**src/core/apc_params.svh**
```systemverilog
// Register offsets, field positions, reset values for analog path control
`ifndef APC_PARAMS_SVH
`define APC_PARAMS_SVH
`define APC_ADDR_W          8
`define APC_DATA_W          16
`define APC_OFF_RIGHT_IN    8'h2F
`define APC_OFF_RIGHT_GAIN  8'h2D
`define APC_OFF_HP_LEFT     8'h39
`define APC_OFF_HP_RIGHT    8'h3A
`define APC_OFF_LINE_LEFT   8'h3B
`define APC_OFF_LINE_RIGHT  8'h3C
`define APC_OFF_ZC_IN       8'h70
`define APC_BIT_CM          6
`define APC_MSB_INV         5
`define APC_LSB_INV         4
`define APC_MSB_NONINV      3
`define APC_LSB_NONINV      2
`define APC_MSB_MODE        1
`define APC_BIT_MUTE        8
`define APC_BIT_VU          7
`define APC_BIT_ZC          6
`define APC_MSB_LVL         5
`define APC_GAIN_MSB        4
`define APC_RST_CM          1'h1
`define APC_RST_INV         2'h0
`define APC_RST_NONINV      2'h1
`define APC_RST_HP_LVL      6'h2D
`define APC_RST_LINE_LVL    6'h39
`define APC_RST_GAIN        5'h05
`define APC_NCH             4
`endif

```
**src/core/apc_pkg.sv**
```systemverilog
// Types for the analog path control register bank
package apc_pkg;
  typedef enum logic [1:0] {
    APC_SINGLE   = 2'h0,
    APC_DIFFLINE = 2'h1,
    APC_DIFFMIC  = 2'h2,
    APC_RSVD     = 2'h3
  } apc_mode_t;
  typedef enum logic [1:0] {
    APC_PIN_NONE   = 2'h0,
    APC_PIN_FIRST  = 2'h1,
    APC_PIN_SECOND = 2'h2,
    APC_PIN_THIRD  = 2'h3
  } apc_pin_t;
  typedef struct packed {
    logic       mute;
    logic       zeroCrossEn;
    logic [5:0] level;
  } apc_out_t;
  typedef struct packed {
    apc_mode_t  mode;
    apc_pin_t   invPin;
    apc_pin_t   nonInvPin;
    logic       cmRejectOn;
    logic       micTable;
    logic [4:0] gain;
  } apc_right_in_t;
endpackage

```
**src/core/apc_level_stage.sv**
```systemverilog
// One output channel: pending level, update and zero-cross apply
`timescale 1ns/100ps
`include "apc_params.svh"
module apc_level_stage
  import apc_pkg::*;
#(
  parameter logic [5:0] RST_LEVEL = 6'h39
) (
  input  wire logic       clk,
  input  wire logic       rst,
  input  wire logic       wrLevel,
  input  wire logic [8:0] wrData,
  input  wire logic       update,
  input  wire logic       zeroCross,
  output apc_out_t        active,
  output logic [8:0]      readBack
);
  logic       mute_r;
  logic       zc_r;
  logic [5:0] pend_r;
  logic [5:0] act_r;
  logic       armed_r;
  logic       applyNow;
  logic       armNext;
  logic [5:0] applyLevel;

  // Zero-cross holds the change until the channel crosses
  assign applyNow   = (update & ~zc_r) | (armed_r & zc_r & zeroCross);
  // A crossing applies the level and an update in that same cycle re-arms, so none is lost
  assign armNext    = zc_r & (update | (armed_r & ~zeroCross));
  // Level written beside the update bit leaves with that update
  assign applyLevel = wrLevel ? wrData[`APC_MSB_LVL:0] : pend_r;

  always_ff @(posedge clk) begin
    if (rst) begin
      mute_r  <= 1'h0;
      zc_r    <= 1'h0;
      pend_r  <= RST_LEVEL;
      act_r   <= RST_LEVEL;
      armed_r <= 1'h0;
    end else begin
      if (wrLevel) begin
        mute_r <= wrData[`APC_BIT_MUTE];
        zc_r   <= wrData[`APC_BIT_ZC];
        pend_r <= wrData[`APC_MSB_LVL:0];
      end
      if (applyNow)
        act_r <= applyLevel;
      armed_r <= armNext;
    end
  end

  assign active = {mute_r, zc_r, act_r};
  // Update bit never stored, reads zero
  assign readBack = {mute_r, 1'h0, zc_r, pend_r};
endmodule

```
**src/core/analog_path_control_regs.sv**
```systemverilog
// Analog path control register bank: right input and output levels
// Function
// - Right mode: single, diff line, diff mic
// - Common-mode reject resets on, diff line only
// - Inverting select bits 5:4, reset 00
// - Non-inverting select bits 3:2, reset 01
// - Headphone mute bit 8 per channel
// - Headphone update applies both levels together
// - Line update applies both line levels together
// - Headphone zero-cross enable bit 6
// - Level code 0 is -57dB, 1dB steps
// - Headphone levels reset to 2D
// - Line left level resets to 39
// - Line left mute bit 8
// - Line left zero-cross enable bit 6
// - Gain table depends on right mode
//
// Added by the designer: the address-and-strobe port.
`timescale 1ns/100ps
`include "apc_params.svh"
module analog_path_control_regs
  import apc_pkg::*;
#(
  parameter int ADDR_W = `APC_ADDR_W,
  parameter int DATA_W = `APC_DATA_W
) (
  input  wire logic              clk,
  input  wire logic              rst,
  input  wire logic [ADDR_W-1:0] regAddr,
  input  wire logic [DATA_W-1:0] regWrData,
  input  wire logic              regWrite,
  input  wire logic              regRead,
  output logic      [DATA_W-1:0] regRdData,
  input  wire logic [3:0]        zeroCrossIn,
  output apc_right_in_t          rightIn,
  output apc_out_t               hpLeftOut,
  output apc_out_t               hpRightOut,
  output apc_out_t               lineLeftOut,
  output apc_out_t               lineRightOut
);
  // ==========================================================
  // Zero-cross pins synchronised, two flops
  // ==========================================================
  logic [3:0] zcMeta_r;
  logic [3:0] zcSync_r;
  always_ff @(posedge clk) begin
    if (rst) begin
      zcMeta_r <= 4'h0;
      zcSync_r <= 4'h0;
    end else begin
      zcMeta_r <= zeroCrossIn;
      zcSync_r <= zcMeta_r;
    end
  end

  // ==========================================================
  // Address decode
  // ==========================================================
  logic selIn;
  logic selGain;
  logic selHpL;
  logic selHpR;
  logic selLnL;
  logic selLnR;
  logic hpUpdate;
  logic lineUpdate;
  assign selIn   = regAddr == `APC_OFF_RIGHT_IN;
  assign selGain = regAddr == `APC_OFF_RIGHT_GAIN;
  assign selHpL  = regAddr == `APC_OFF_HP_LEFT;
  assign selHpR  = regAddr == `APC_OFF_HP_RIGHT;
  assign selLnL  = regAddr == `APC_OFF_LINE_LEFT;
  assign selLnR  = regAddr == `APC_OFF_LINE_RIGHT;
  // Update bit lives in both registers of a pair
  assign hpUpdate   = regWrite & (selHpL | selHpR) &
                      regWrData[`APC_BIT_VU];
  assign lineUpdate = regWrite & (selLnL | selLnR) &
                      regWrData[`APC_BIT_VU];

  // ==========================================================
  // Right input configuration
  // ==========================================================
  logic [1:0] mode_r;
  logic [1:0] inv_r;
  logic [1:0] nonInv_r;
  logic       cm_r;
  logic [4:0] gain_r;
  always_ff @(posedge clk) begin
    if (rst) begin
      mode_r   <= APC_SINGLE;
      cm_r     <= `APC_RST_CM;
      inv_r    <= `APC_RST_INV;
      nonInv_r <= `APC_RST_NONINV;
      gain_r   <= `APC_RST_GAIN;
    end else begin
      if (regWrite & selIn) begin
        mode_r   <= regWrData[`APC_MSB_MODE:0];
        cm_r     <= regWrData[`APC_BIT_CM];
        inv_r    <= regWrData[`APC_MSB_INV:`APC_LSB_INV];
        nonInv_r <= regWrData[`APC_MSB_NONINV:`APC_LSB_NONINV];
      end
      if (regWrite & selGain)
        gain_r <= regWrData[`APC_GAIN_MSB:0];
    end
  end

  function automatic apc_pin_t pinOf(input logic [1:0] code);
    pinOf = code[1] ? APC_PIN_THIRD :
            (code[0] ? APC_PIN_SECOND : APC_PIN_FIRST);
  endfunction

  logic     isMic;
  logic     isRsvd;
  apc_pin_t invSide;
  apc_pin_t nonInvSide;
  // Mic mode swaps which field drives which side
  assign isMic      = mode_r == APC_DIFFMIC;
  assign isRsvd     = mode_r == APC_RSVD;
  assign invSide    = isRsvd ? APC_PIN_NONE :
                      pinOf(isMic ? nonInv_r : inv_r);
  assign nonInvSide = isRsvd ? APC_PIN_NONE :
                      pinOf(isMic ? inv_r : nonInv_r);

  apc_right_in_t rightIn_r;
  always_ff @(posedge clk) begin
    if (rst) begin
      // Reset image equals the decoded register defaults
      rightIn_r.mode       <= APC_SINGLE;
      rightIn_r.invPin     <= APC_PIN_FIRST;
      rightIn_r.nonInvPin  <= APC_PIN_SECOND;
      rightIn_r.cmRejectOn <= 1'h0;
      rightIn_r.micTable   <= 1'h0;
      rightIn_r.gain       <= `APC_RST_GAIN;
    end else begin
      rightIn_r.mode       <= apc_mode_t'(mode_r);
      rightIn_r.invPin     <= invSide;
      rightIn_r.nonInvPin  <= nonInvSide;
      rightIn_r.cmRejectOn <= cm_r & (mode_r == APC_DIFFLINE);
      rightIn_r.micTable   <= isMic;
      rightIn_r.gain       <= gain_r;
    end
  end
  assign rightIn = rightIn_r;

  // ==========================================================
  // Output level channels: hp left, hp right, line left, right
  // ==========================================================
  apc_out_t   chAct [`APC_NCH];
  logic [8:0] chRd  [`APC_NCH];
  logic [3:0] chWr;
  logic [3:0] chUpd;
  assign chWr  = {selLnR, selLnL, selHpR, selHpL} & {4{regWrite}};
  assign chUpd = {lineUpdate, lineUpdate, hpUpdate, hpUpdate};

  apc_level_stage #(.RST_LEVEL(`APC_RST_HP_LVL)) uHpL (
    .clk       (clk),
    .rst       (rst),
    .wrLevel   (chWr[0]),
    .wrData    (regWrData[8:0]),
    .update    (chUpd[0]),
    .zeroCross (zcSync_r[0]),
    .active    (chAct[0]),
    .readBack  (chRd[0])
  );
  apc_level_stage #(.RST_LEVEL(`APC_RST_HP_LVL)) uHpR (
    .clk       (clk),
    .rst       (rst),
    .wrLevel   (chWr[1]),
    .wrData    (regWrData[8:0]),
    .update    (chUpd[1]),
    .zeroCross (zcSync_r[1]),
    .active    (chAct[1]),
    .readBack  (chRd[1])
  );
  apc_level_stage #(.RST_LEVEL(`APC_RST_LINE_LVL)) uLnL (
    .clk       (clk),
    .rst       (rst),
    .wrLevel   (chWr[2]),
    .wrData    (regWrData[8:0]),
    .update    (chUpd[2]),
    .zeroCross (zcSync_r[2]),
    .active    (chAct[2]),
    .readBack  (chRd[2])
  );
  apc_level_stage #(.RST_LEVEL(`APC_RST_LINE_LVL)) uLnR (
    .clk       (clk),
    .rst       (rst),
    .wrLevel   (chWr[3]),
    .wrData    (regWrData[8:0]),
    .update    (chUpd[3]),
    .zeroCross (zcSync_r[3]),
    .active    (chAct[3]),
    .readBack  (chRd[3])
  );

  apc_out_t hpL_r;
  apc_out_t hpR_r;
  apc_out_t lnL_r;
  apc_out_t lnR_r;
  always_ff @(posedge clk) begin
    if (rst) begin
      hpL_r <= {2'h0, `APC_RST_HP_LVL};
      hpR_r <= {2'h0, `APC_RST_HP_LVL};
      lnL_r <= {2'h0, `APC_RST_LINE_LVL};
      lnR_r <= {2'h0, `APC_RST_LINE_LVL};
    end else begin
      hpL_r <= chAct[0];
      hpR_r <= chAct[1];
      lnL_r <= chAct[2];
      lnR_r <= chAct[3];
    end
  end
  assign hpLeftOut    = hpL_r;
  assign hpRightOut   = hpR_r;
  assign lineLeftOut  = lnL_r;
  assign lineRightOut = lnR_r;

  // ==========================================================
  // Read path, data one cycle after strobe
  // ==========================================================
  logic              selZc;
  logic [DATA_W-1:0] rdIn;
  logic [DATA_W-1:0] rdGain;
  logic [DATA_W-1:0] rdHpL;
  logic [DATA_W-1:0] rdHpR;
  logic [DATA_W-1:0] rdLnL;
  logic [DATA_W-1:0] rdLnR;
  logic [DATA_W-1:0] rdZc;
  logic [DATA_W-1:0] rdMux;
  logic [DATA_W-1:0] rdData_r;
  assign selZc  = regAddr == `APC_OFF_ZC_IN;
  // Selects are one-hot, so the read mux is a plain OR
  assign rdIn   = selIn   ? DATA_W'({cm_r, inv_r, nonInv_r, mode_r}) : '0;
  assign rdGain = selGain ? DATA_W'(gain_r) : '0;
  assign rdHpL  = selHpL  ? DATA_W'(chRd[0]) : '0;
  assign rdHpR  = selHpR  ? DATA_W'(chRd[1]) : '0;
  assign rdLnL  = selLnL  ? DATA_W'(chRd[2]) : '0;
  assign rdLnR  = selLnR  ? DATA_W'(chRd[3]) : '0;
  assign rdZc   = selZc   ? DATA_W'(zcSync_r) : '0;
  assign rdMux  = rdIn | rdGain | rdHpL | rdHpR | rdLnL | rdLnR | rdZc;

  // Holds data only in the cycle after a read
  always_ff @(posedge clk) begin
    if (rst)
      rdData_r <= '0;
    else
      rdData_r <= regRead ? rdMux : '0;
  end
  assign regRdData = rdData_r;
endmodule

```
**config.mk**
```make
export PLATFORM = sky130hd
export DESIGN_NAME = analog_path_control_regs
export DESIGN_NICKNAME = d
export VERILOG_FILES = /design/src/core/apc_pkg.sv /design/src/core/apc_level_stage.sv /design/src/core/analog_path_control_regs.sv
export VERILOG_INCLUDE_DIRS = /design/src /design/src/core
export SDC_FILE = /design/constraint.sdc
export NUM_CORES = 1
export LEC_CHECK = 0
export ABC_CLOCK_PERIOD_IN_PS = 2250
export BUFFER_PORTS_ARGS = -buffer_cell sky130_fd_sc_hd__buf_2
export CAP_MARGIN = 20
export CORE_UTILIZATION = 54
export DETAILED_ROUTE_END_ITERATION = 6
export PLACE_DENSITY = 0.78
export SYNTH_ARGS = -nofsm -noshare
export SYNTH_HDL_FRONTEND = slang
export SYNTH_SLANG_ARGS = --single-unit
```
**constraint.sdc**
```tcl
create_clock -name clk -period 2.25 [get_ports clk]
set_input_delay 0.1125 -clock clk [delete_from_list [all_inputs] [get_ports clk]]
set_output_delay 0.1125 -clock clk [all_outputs]
set_load 0.05 [all_outputs]
```
# After elaboration in Yosys (flattened, before gate mapping)
# Index checks and enable logic that the tools add are counted.
[totals]
regBits = 141
inputBits = 32
out_inout_bits = 61
elab_cells = 132
[classes]
n_eq_ne = 10
mux = 19
n_bitwise = 53
n_reduce_logical = 2
[ops]
columns = ["operator", "count"]
rows = [
  ["$eq A8 B6 Y1 const B", 6],
  ["$mux W9", 4],
  ["$and A1 B1 Y1", 27],
  ["$or A9 B9 Y9", 3],
  ["$mux W6", 4],
  ["$mux W2", 7],
  ["$or A1 B1 Y1", 10],
  ["$not A1 Y1", 9],
  ["$or A7 B9 Y9", 1],
  ["$or A9 B4 Y9", 1],
  ["$eq A8 B7 Y1 const B", 1],
  ["$mux W7", 1],
  ["$or A7 B5 Y7", 1],
  ["$mux W5", 1],
  ["$and A4 B4 Y4", 1],
  ["$eq A2 B2 Y1 const B", 2],
  ["$mux W4", 1],
  ["$reduce_or A2 Y1", 2],
  ["$eq A2 B1 Y1 const B", 1],
  ["$mux W1", 1],
]

# Depth between registers and ports, before layout
# Gate-level depths: netlist (run 1).
[logic_depth]
depth_word = 8
ltp_mapped = 7
mapped_depth_nobuf = 5

# Cells and area by module
# Synthesis (run 1) repeated with hierarchy kept, for this count alone.
[unflattened]
hier_cells = 491
area_unflattened_um2 = 5295.1
[by_module_without_submodules]
columns = ["mod", "instances", "cells_per_inst", "area_each_um2", "seq_area_each_um2"]
rows = [
  ["analog_path_control_regs", 1, 267, 2787.7, 1481.4],
  ["apc_level_stage", 4, 56, 626.9, 300.3],
]

# Least setup slack after synthesis (run 1)
# No wires, ideal clock.
[synth_path]
kind = "input-to-reg"
start = "in regAddr[7]"
end = "reg uHpL.act_r[3]"
setup_time_ns = 0.124
arrival_time_ns = 1.559
required_ns = 2.126
path_slack_ns = 0.568
stages = 5
n_path_buf = 0
path_cell_list = "or2_1 or4b_1 o21ai_2 and2_1 a21oi_1"
[synth_between]
elab_chain_len = 6
word_cells_on_any_way = 9
cone_classes = "eq/ne (2); mux (1); bitwise (6)"
[synth_lines]
columns = ["item", "line", "rtl"]
rows = [
  ["start: declaration", "analog_path_control_regs.sv:29", "input wire logic [ADDR_W-1:0] regAddr,"],
  ["$eq A8 B6 Y1 (no line)", "-", ""],
  ["$or A1 B1 Y1", "analog_path_control_regs.sv:74", "assign hpUpdate = regWrite & (selHpL | selHpR) &"],
  ["$and A1 B1 Y1 (2 in a row)", "analog_path_control_regs.sv:74", ""],
  ["$and A1 B1 Y1", "apc_level_stage.sv:28", "assign applyNow = (update & ~zc_r) | (armed_r & zc_r & zeroCross);"],
  ["$or A1 B1 Y1", "apc_level_stage.sv:28", ""],
  ["end signal: assignment", "apc_level_stage.sv:48", "act_r <= applyLevel;"],
  ["end: declaration", "apc_level_stage.sv:21", "logic [5:0] act_r;"],
]
# Several ways; a longest one is shown, not always the timed one.
# A chain may end at the register's enable or synchronous reset.

# Final worst setup path (run 1)
[layout_path]
start = "in regAddr[0]"
end = "reg uLnR.act_r[4]"
[layout_between]
elab_chain_len = 6
word_cells_on_any_way = 9
cone_classes = "eq/ne (2); mux (1); bitwise (6)"
[layout_lines]
columns = ["item", "line", "rtl"]
rows = [
  ["$eq A8 B6 Y1 (no line)", "-", ""],
  ["$or A1 B1 Y1", "analog_path_control_regs.sv:76", "assign lineUpdate = regWrite & (selLnL | selLnR) &"],
  ["$and A1 B1 Y1 (2 in a row)", "analog_path_control_regs.sv:76", ""],
  ["$and A1 B1 Y1", "apc_level_stage.sv:28", ""],
  ["$or A1 B1 Y1", "apc_level_stage.sv:28", ""],
  ["end signal: assignment", "apc_level_stage.sv:48", ""],
  ["end: declaration", "apc_level_stage.sv:21", ""],
]
# Several ways; a longest one is shown, not always the timed one.

==> results.ini, run 1 <==
[setup_path]
cp_cell_sequence = dlygate4sd3_1 > buf_2 > buf_4 > nand2_1 > nor3_1 > o211ai_1 > nand2_1 > mux2_2
cp-end-kind = flip-flop
rrSetupSlack_ps = 910
r2r-end = uLnR.act_r[4]
rr_worst_depth = 4
r2r-start = uLnR.zc_r
path_class = in -> reg
cp_max_fo = 9
worst-path-buf-inv = 3
arrival_ps = 2350
cp_common_cell = nand2_1
setup.worst_path.start_class = input port
slowest_delay_ps = 550
cp_top_family = buffers and inverters
worstPathRequired_ps = 2650
slowest_stage = dlygate4sd3_1

[cts]
clock_path_buffers = 2
clockRootBuffer = clkbuf_8
cts.sinks = 133
cts_buffers = 17
htreeDepth = 4
cts_setup_buffers = 0
ctsResizeCount = 0
worstSkewPairLatency_ps = 520
cts_tree = built
clkTransAtPathRegs_ps = 60

[layout]
final_cell_count_no_fill = 695
finalNetCount = 606
nFillCells = 632
area_growth_pct = 26.0
drive_gt1_share_pct = 28.1
n_antenna_cell = 0

[synth]
yosysMostFrequentCell = dfxtp_1
synth.area.top_cells = dfxtp_1 55%, mux2i_1 7.0%, nor2_1 3.9%
seq_area_frac_synth_pct = 55.0
synth_cell_type_count = 53
synth_area_mm2 = 0.00484
synthArstFlopShare_pct = 0
synth_largest_area_cell = dfxtp_1
synth_top_area_share_pct = 55.0
syn_avg_cell_area_um2 = 10.2
synth_edf_count = 0
synthTopCellsByCount = 133 x dfxtp_1, 50 x nor2_1, 34 x mux2i_1
synth-main-ff-cell = dfxtp_1
yosys_register_bits = 133
yosysWarnings = 0
syn_inst = 472

[placed_design]
gp_congestion = 0.923
hpwl_mm = 8.09
dp_cells = 649
port_buffers = 77
place_ws_ps = 280

[detailed_routing]
drt_iter0_markers = 200
wl_mm = 11.9
antenna_left = 0
post-route-drc-count = 0
avgRoutedWirePerCell_um = 17.1
routed-via-count = 3772
vias_per_cell = 5.43
drt_pass1_iterations = 4

[floorplan]
rows = 34
die_x_um = 96.6
io_pins = 93
die-area_mm2 = 0.00934
start_util_pct = 55.7
design.core.area_mm2 = 0.00868
die_h_um = 96.6

[global_routing]
grt_max_degree = 41
grt_pass1_wl_mm = 18.8
grtUsageTotal_pct = 26.1
grt_antenna_before_repair = 0
grt_overflow_total = 0
grt_pass1_vias = 3672

[timing]
slew_violations = 0
fin_tns_setup_ps = 0
grt_setup_unrepaired = no
period_needed_ps = 1950
timing.final.crit_share_pct = 86.7
finalSetupViolCount = 0
setup_ws_ps = 300
max_freq_mhz = 513
slew_headroom_pct = 60.5
skew_ps = 6.32
tightestPinTransition_ps = 592
hold_viol_final = 0

[power_and_ir_drop]
power.leakage_nw = 2.49
vdd_drop_max_mv = 0.430
powerDensity_mw_per_mm2 = 880

[worst_hold_path]
hold_start = regWrite
hold_path_class = in -> reg
min_to = nonInv_r[0]
worstHoldPathCells = 4

[job]
maxCapViolCount = 0

[status]
status = complete, no violations

worst reg2reg max path, delay by kind of cell, from the launching register on:
| kind | cells | cell delay, ps |
|---|---|---|
| flip-flops | 1 | 330 |
| AO/OA/AOI/OAI | 1 | 200 |
| multiplexers | 1 | 370 |
| AND/OR/NAND/NOR | 1 | 230 |
| buffers and inverters | 1 | 100 |
through the flow:
stage	utilization (%)	hold slack [ps]	instance area, um2	power [W]
global placement	61.6	327	5350	0.00261
global route	70.2	67.9	6090	0.00553
CTS	70.2	42.5	6090	0.00538
detailed placement	61.6	330	5350	0.00261
floorplan	-	241	4860	0.00255
finish	70.2	58.2	6090	0.00536
final cells by class:
class / count / area, um2 / area share, %
repair buffers: 108 / 653 / 10.7
flip-flops and latches: 133 / 2660 / 43.7
clock inverters: 7 / 119 / 1.95
inverters: 7 / 26.3 / 0.431
multi-input cells: 307 / 2010 / 33.0
clock buffers: 25 / 484 / 7.95
well taps: 108 / 135 / 2.22
cells by family after synthesis:
family,after synthesis,synth area share (%)
AO/OA/AOI/OAI,72,10.5
XOR/XNOR,1,0.181
buffers and inverters,39,3.88
flip-flops,133,55.0
multiplexers,49,10.5
other,1,0.0775
AND/OR/NAND/NOR,177,19.8
report_power, final:
part / internal, W / switching (W) / total [W]
sequential: 0.00237 / 0.00000535 / 0.00237
combinational: 0.0000663 / 0.000144 / 0.000210
clock: 0.00181 / 0.000972 / 0.00278
placed cells by master (no fill, tap or decap), types with 4 or more instances in the layout:
cell type	n
conb_1	8
a22oi_1	6
mux2_2	15
mux2i_1	34
or2_2	19
nor2_1	50
buf_4	17
clkbuf_8	5
clkbuf_16	16
and2_1	8
nand3_1	9
o21ai_0	4
nand2b_1	6
buf_2	77
dfxtp_1	133
a21oi_1	26
o22a_1	4
clkbuf_1	4
dlygate4sd3_1	14
inv_1	7
nor3_1	10
nor2b_1	29
nand2_1	28
a21boi_0	4
repair_timing:
| item | CTS | global route |
|---|---|---|
| hold buffers | 14 | 0 |
| endpoints found under the setup margin | 0 | 0 |
| hold endpoints to repair | 36 | 0 |
worst max-delay path by stage:
stage                          to  startpoint  cells after the start
floorplan           uHpL.act_r[3]  regAddr[7]                      5
global placement    uHpL.act_r[4]  regAddr[2]                      6
detailed placement  uHpL.act_r[4]  regAddr[2]                      6
CTS                 uLnR.act_r[4]  regAddr[0]                      8
global route        uLnR.act_r[4]  regAddr[0]                      8
finish              uLnR.act_r[4]  regAddr[0]                      8
layer usage:
layer	up-vias	part of all wire, %	track usage [%]
met5	-	0	0
met1	1769	43	32.6
met4	0	3.0	13.1
met2	153	48	42.4
met3	34	5.9	6.00
li1	1816	-	-
flip-flops by register name (all words and copies together) (netlist names), 4 cells and up:
name,cells
zcMeta_r,4
rightIn,13
uHpL.pend_r,6
uHpR.pend_r,6
lineRightOut,8
uHpL.act_r,6
zcSync_r,4
uLnR.pend_r,6
gain_r,5
hpLeftOut,8
uLnL.act_r,6
regRdData,8
uLnL.pend_r,6
hpRightOut,8
uHpR.act_r,6
uLnR.act_r,6
lineLeftOut,8
Power figures use the tool's default switching activity.
==> inputs of run 2 (changes only) <==
--- a/config.mk
+++ b/config.mk
@@ -6,12 +6,13 @@
 export SDC_FILE = /design/constraint.sdc
 export NUM_CORES = 1
 export LEC_CHECK = 0
-export ABC_CLOCK_PERIOD_IN_PS = 2250
+export ABC_AREA = 1
+export ABC_CLOCK_PERIOD_IN_PS = 2300
 export BUFFER_PORTS_ARGS = -buffer_cell sky130_fd_sc_hd__buf_2
 export CAP_MARGIN = 20
-export CORE_UTILIZATION = 54
+export CORE_UTILIZATION = 59
 export DETAILED_ROUTE_END_ITERATION = 6
-export PLACE_DENSITY = 0.78
+export PLACE_DENSITY = 0.84
 export SYNTH_ARGS = -nofsm -noshare
 export SYNTH_HDL_FRONTEND = slang
 export SYNTH_SLANG_ARGS = --single-unit
==> constraint.sdc (replaced) <==
create_clock -name clk -period 2.3 [get_ports clk]
set_input_delay 0.115 -clock clk [delete_from_list [all_inputs] [get_ports clk]]
set_output_delay 0.115 -clock clk [all_outputs]
set_load 0.05 [all_outputs]
==> results.ini, run 2 <==
[detailed_routing]
post-route-drc-count = 0  ; unchanged
vias_per_cell = 5.41  ; -0.39%
drt_iter0_markers = 328  ; +64%
routed-via-count = 4498  ; +19%
wl_mm = 12.9  ; +8.8%
antenna_left = 0  ; unchanged
avgRoutedWirePerCell_um = 15.5  ; -9.1%
drt_pass1_iterations = 6  ; +2

[layout]
drive_gt1_share_pct = 21.1  ; -7.0 points
n_antenna_cell = 0  ; unchanged
final_common_cell = dfxtp_1
layout_common_cells = 133 x dfxtp_1, 118 x nand2_1, 77 x buf_2, 67 x nand3_1
largest_register_ffs = 13  ; unchanged
final_cell_count_no_fill = 832  ; +20%
area_growth_pct = 25.6
finalNetCount = 749  ; +24%
fin_area_mm2 = 0.00619  ; +1.6%
nFillCells = 537  ; -15%

[timing]
slew_violations = 0  ; unchanged
finalSetupViolCount = 0  ; unchanged
slew_headroom_pct = 55.9  ; -4.7 points
timing.final.crit_share_pct = 64.0
hold_viol_final = 0  ; unchanged
tightestPinTransition_ps = 662  ; +69.9 ps
setup_ws_ps = 828  ; +527 ps
grt_setup_unrepaired = no
fin_tns_setup_ps = 0  ; unchanged
skew_ps = 6.60  ; +0.283 ps
period_needed_ps = 1470
max_freq_mhz = 679
timing.hold.ws_ps = 52.5  ; -5.71 ps

[synth]
synth_cell_type_count = 29  ; -45%
synth.area.top_cells = dfxtp_1 54%, nand2_1 9.0%, nand3_1 6.8%
synthArstFlopShare_pct = 0  ; unchanged
synth_top_area_share_pct = 54.0  ; -1.1 points
syn_inst = 623  ; +32%
yosys_register_bits = 133  ; unchanged
yosysMostFrequentCell = dfxtp_1
syn_avg_cell_area_um2 = 7.92  ; -23%
synthTopCellsByCount = 133 x dfxtp_1, 118 x nand2_1, 67 x nand3_1
synth_largest_area_cell = dfxtp_1
synth-main-ff-cell = dfxtp_1
synth_area_mm2 = 0.00493  ; +2.0%
seq_area_frac_synth_pct = 54.0  ; -1.1 points
synth_edf_count = 0  ; unchanged
yosysWarnings = 0  ; unchanged

[placed_design]
gp_congestion = 0.889  ; -3.7%
hpwl_mm = 8.34  ; +3.1%
dp_cells = 785  ; +21%
port_buffers = 77  ; unchanged
place_area_mm2 = 0.00536  ; about the same
place_ws_ps = 509  ; +229 ps

[power_and_ir_drop]
p_comb_share_pct = 3.4  ; -0.5 points
vdd_drop_max_mv = 0.501  ; +17%
internal_power_w = 0.00448  ; +5.6%
powerDensity_mw_per_mm2 = 908  ; +3.2%
seqPwrFrac_pct = 41.3  ; -2.9 points
power.leakage_nw = 2.91  ; +17%
p_clk_share_pct = 55.3  ; +3.4 points
swShare_pct = 20.4  ; -0.50 points
switchingPower_w = 0.00115  ; +2.4%

[global_routing]
grt_pass1_vias = 4366  ; +19%
grt_overflow_total = 0  ; unchanged
grt_pass1_wl_mm = 20.9  ; +11%
grt_antenna_before_repair = 0  ; unchanged
grtUsageTotal_pct = 31.7  ; +5.6 points
grt_max_degree = 69  ; +68%

[setup_path]
cp-startpoint = mode_r[1]
path_class = reg -> reg
crit_end = rightIn[9]
worstPathRequired_ps = 2700  ; +50 ps
r2r-start = mode_r[1]
r2r-end = rightIn[9]
arrival_ps = 1870  ; -480 ps
cp-end-kind = flip-flop
cp_max_fo = 9  ; unchanged
setup.worst_path.start_class = flip-flop
rr_worst_depth = 5  ; +1
rrSetupSlack_ps = 830  ; -80 ps

[floorplan]
start_util_pct = 62.5  ; +6.8 points
die_h_um = 93.4  ; -3.3%
design.core.area_mm2 = 0.00789  ; -9.1%
die_x_um = 93.4  ; -3.3%
io_pins = 93  ; unchanged
die-area_mm2 = 0.00873  ; -6.5%
rows = 32  ; -5.9%

[worst_hold_path]
hold_path_class = in -> reg

[cts]
clkTransAtPathRegs_ps = 60  ; about the same
htreeDepth = 4  ; unchanged
cts_tree = built
clockRootBuffer = clkbuf_8
cts.sinks = 133  ; unchanged
worstSkewPairLatency_ps = 520  ; about the same
cts_buffers = 17  ; unchanged
clock_path_buffers = 2  ; unchanged
ctsResizeCount = 0  ; unchanged

[status]
status = complete, no violations

[job]
maxCapViolCount = 0  ; unchanged

run 2: cell count changes in the layout (fill, tap and decap cells not counted), moves of 7 or more:
cell     delta
nor3_1      -7
mux2_2     -15
nand3_1    +58
a21oi_1     +9
nor2b_1    -29
or2_2       +7
nand2_1    +90
nand4_1     +7
o21ai_0    +32
buf_4      -14
nor2_1     +14
mux2i_1    -34
inv_1      +57
o21ai_1     +9
run 2: layout make-up:
| cell class | instances | area (um2) | share of cell area, % |
|---|---|---|---|
| Inverter | 68 | 255 | 4.12 |
| Multi-Input combinational cell | 402 | 1900 | 30.7 |
| Sequential cell | 133 | 2660 | 43.0 |
| Tap cell | 102 | 128 | 2.06 |
| Clock inverter | 10 | 215 | 3.47 |
| Timing Repair Buffer | 95 | 558 | 9.01 |
| Clock buffer | 22 | 473 | 7.64 |
run 2: cells by family (layout without fill, tap and decap cells):
logic type	after synthesis	in the layout	synth area share [%]
AND/OR/NAND/NOR	305	305	28.6
AO/OA/AOI/OAI	89	89	9.39
flip-flops	133	133	54.0
other	1	8	0.0760
buffers and inverters	95	195	7.99
run 2: stage by stage:
step                      total power, W  utilization, %
after floorplan                  0.00249               -
after global placement           0.00253            67.9
after detailed placement         0.00254            67.9
after CTS                        0.00562            78.5
after global routing             0.00575            78.5
final                            0.00562            78.5
run 2: how the worst min path moves through the flow:
stage	from	end	cells past startpoint
after floorplan	rst	hpRightOut[6]	1
after global placement	zeroCrossIn[3]	zcMeta_r[3]	3
after detailed placement	zeroCrossIn[1]	zcMeta_r[1]	3
after CTS	regWrite	uHpR.armed_r	3
after global routing	regRead	regRdData[5]	3
final	regRead	regRdData[0]	3
run 2: critical path, cell delays in order (launching register included):
cell and delay [ps]:
dfxtp_1 440, nand2_1 220, o21ai_0 330, inv_1 70
o21ai_0 220, nand2_1 80
run 2: power by group through the flow:
stage	combinational [W]	clock [W]	sequential, W
after detailed placement	0.000166	0	0.00237
after global routing	0.000206	0.00322	0.00232
final	0.000192	0.00311	0.00232
after CTS	0.000187	0.00311	0.00232
after global placement	0.000164	0	0.00237
after floorplan	0.000113	0	0.00237
run 2: what timing repair did:
item                       CTS  global route
setup buffers                0             0
hold endpoints to repair    30             0
hold buffers                15             0
setup endpoints to repair    0             0
run 2: layer usage:
metal	GRT usage [%]	vias to the layer above	share of wire, %
met4	15.8	0	3.3
li1	-	2180	-
met2	53.6	217	49
met3	7.32	40	7.1
met1	37.6	2061	41
met5	0	-	0
==> inputs of run 3 (changes only) <==
--- a/config.mk
+++ b/config.mk
@@ -7,12 +7,12 @@
 export NUM_CORES = 1
 export LEC_CHECK = 0
 export ABC_AREA = 1
-export ABC_CLOCK_PERIOD_IN_PS = 2300
+export ABC_CLOCK_PERIOD_IN_PS = 1480
 export BUFFER_PORTS_ARGS = -buffer_cell sky130_fd_sc_hd__buf_2
 export CAP_MARGIN = 20
-export CORE_UTILIZATION = 59
+export CORE_UTILIZATION = 55
 export DETAILED_ROUTE_END_ITERATION = 6
-export PLACE_DENSITY = 0.84
+export PLACE_DENSITY = 0.79
 export SYNTH_ARGS = -nofsm -noshare
 export SYNTH_HDL_FRONTEND = slang
 export SYNTH_SLANG_ARGS = --single-unit
==> constraint.sdc (replaced) <==
create_clock -name clk -period 1.48 [get_ports clk]
set_input_delay 0.074 -clock clk [delete_from_list [all_inputs] [get_ports clk]]
set_output_delay 0.074 -clock clk [all_outputs]
set_load 0.05 [all_outputs]
==> results.ini, run 3 (synthesis gave the netlist of run 2 again) <==
[status]
status = complete, no violations

[layout]
area_growth_pct = 27.4
n_antenna_cell = 0  ; unchanged
final_common_cell = dfxtp_1
finalNetCount = 761  ; +1.6%
drive_gt1_share_pct = 22.5  ; +1.4 points
largest_register_ffs = 13  ; unchanged
layout_common_cells = 133 x dfxtp_1, 118 x nand2_1, 77 x buf_2, 67 x nand3_1
nFillCells = 676  ; +26%
fin_area_mm2 = 0.00628  ; +1.4%

[timing]
grt_setup_unrepaired = no
period_needed_ps = 1390  ; -78.4 ps
slew_violations = 0  ; unchanged
finalSetupViolCount = 0  ; unchanged
timing.final.crit_share_pct = 94.2  ; +30 points
fin_tns_setup_ps = 0  ; unchanged
hold_viol_final = 0  ; unchanged
setup_ws_ps = 85.9  ; -742 ps
max_freq_mhz = 717  ; +5.6%
skew_ps = 6.45  ; -0.158 ps

[cts]
cts_buffers = 17  ; unchanged
cts-hold-fix-buffers = 13  ; -2
worstSkewPairLatency_ps = 520  ; about the same
clkTransAtPathRegs_ps = 60  ; about the same
cts.sinks = 133  ; unchanged
clock_path_buffers = 2  ; unchanged
clockRootBuffer = clkbuf_8
ctsResizeCount = 0  ; unchanged
cts_setup_buffers = 0  ; unchanged
htreeDepth = 4  ; unchanged
cts_tree = built

[power_and_ir_drop]
powerDensity_mw_per_mm2 = 1370  ; +50%
power.leakage_nw = 2.97  ; +1.8%
vdd_drop_max_mv = 0.767  ; +53%

[floorplan]
die_x_um = 96.7  ; +3.5%
die-area_mm2 = 0.00935  ; +7.1%
design.core.area_mm2 = 0.00872  ; +11%
rows = 34  ; +6.3%
start_util_pct = 56.6  ; -6.0 points
die_h_um = 96.7  ; +3.5%
io_pins = 93  ; unchanged

[detailed_routing]
avgRoutedWirePerCell_um = 14.8  ; -4.8%
wl_mm = 12.5  ; -2.9%
post-route-drc-count = 0  ; unchanged
antenna_left = 0  ; unchanged
vias_per_cell = 5.33  ; -1.3%
routed-via-count = 4528  ; +0.67%
drt_pass1_iterations = 7  ; +1
drt_iter0_markers = 232  ; -29%

[worst_hold_path]
hold_path_class = in -> reg

[setup_path]
cp-end-kind = flip-flop
arrival_ps = 1790  ; -80 ps
setup.worst_path.start_class = flip-flop
cp_max_fo = 9  ; unchanged
rrSetupSlack_ps = 90  ; -740 ps
worstPathRequired_ps = 1880  ; -820 ps
path_class = reg -> reg

[global_routing]
grt_pass1_vias = 4418  ; +1.2%
grt_pass1_wl_mm = 20.8  ; -0.16%
grt_overflow_total = 0  ; unchanged
grt_antenna_before_repair = 0  ; unchanged
grt_max_degree = 69  ; unchanged
grtUsageTotal_pct = 28.2  ; -3.5 points

[placed_design]
place_area_mm2 = 0.00549  ; +2.6%
gp_congestion = 0.912  ; +2.6%
port_buffers = 77  ; unchanged
hpwl_mm = 8.37  ; +0.32%
place_ws_ps = -12.9  ; -522 ps

[job]
maxCapViolCount = 0  ; unchanged

==> run 3: cell types whose count changed in the layout (fill, tap and decap cells not counted), sizes merged <==
| cell | change |
|---|---|
| clkinv | +3 |
| clkbuf | -3 |
| clkinvlp | +1 |
| dlygate4sd3 | -2 |
| inv | -2 |
| buf | +14 |
==> run 3: layout make-up <==
cell class	instances	area, um2	area share (%)
Clock buffer	19	432	6.87
Clock inverter	12	228	3.62
Inverter	68	255	4.06
Multi-Input combinational cell	402	1900	30.3
Sequential cell	133	2660	42.4
Tap cell	108	135	2.15
Timing Repair Buffer	107	668	10.6
==> run 3: where the power goes <==
group | internal, W | total [W] | leakage [nW] | switching, W
clock | 0.00312 | 0.00467 | 0.318 | 0.00155
combinational | 0.0000919 | 0.000309 | 1.57 | 0.000217
sequential | 0.00360 | 0.00361 | 1.08 | 0.00000801
total | 0.00681 | 0.00858 | 2.97 | 0.00178
==> run 3: worst paths after layout <==
| kind | startpoint | endpoint | depth (start not counted) |
|---|---|---|---|
| worst min-delay path | rst | hpRightOut[7] | 3 |
| worst max register to register | mode_r[1] | rightIn[9] | 5 |
| worst max-delay path | mode_r[1] | rightIn[9] | 5 |
| worst min register to register | zcMeta_r[2] | zcSync_r[2] | 2 |
==> run 3: layer usage <==
metal / wire (um) / vias to the layer above / GRT usage (%) / part of all wire [%]
li1: - / 2198 / - / -
met1: 5270 / 2094 / 33.7 / 42
met2: 6060 / 196 / 46.7 / 48
met3: 834 / 40 / 7.66 / 6.6
met4: 382 / 0 / 14.0 / 3.0
met5: 0 / - / 0 / 0
==> run 3: through the flow <==
| step | power [W] | util (%) | hold slack [ps] | std cells |
|---|---|---|---|---|
| after global routing | 0.00882 | 72.0 | 36.9 | 849 |
| after floorplan | 0.00387 | - | 155 | 630 |
| after detailed placement | 0.00396 | 63.0 | 281 | 805 |
| after global placement | 0.00395 | 63.0 | 272 | 805 |
| final | 0.00858 | 72.0 | 15.6 | 849 |
| after CTS | 0.00860 | 72.0 | 16.3 | 849 |
==> run 3: critical path, stage by stage (launching register included) <==
cell and delay [ps]:
dfxtp_1 450, nand2_1 210, o21ai_0 280, inv_1 70, o21ai_0 190, nand2_1 70
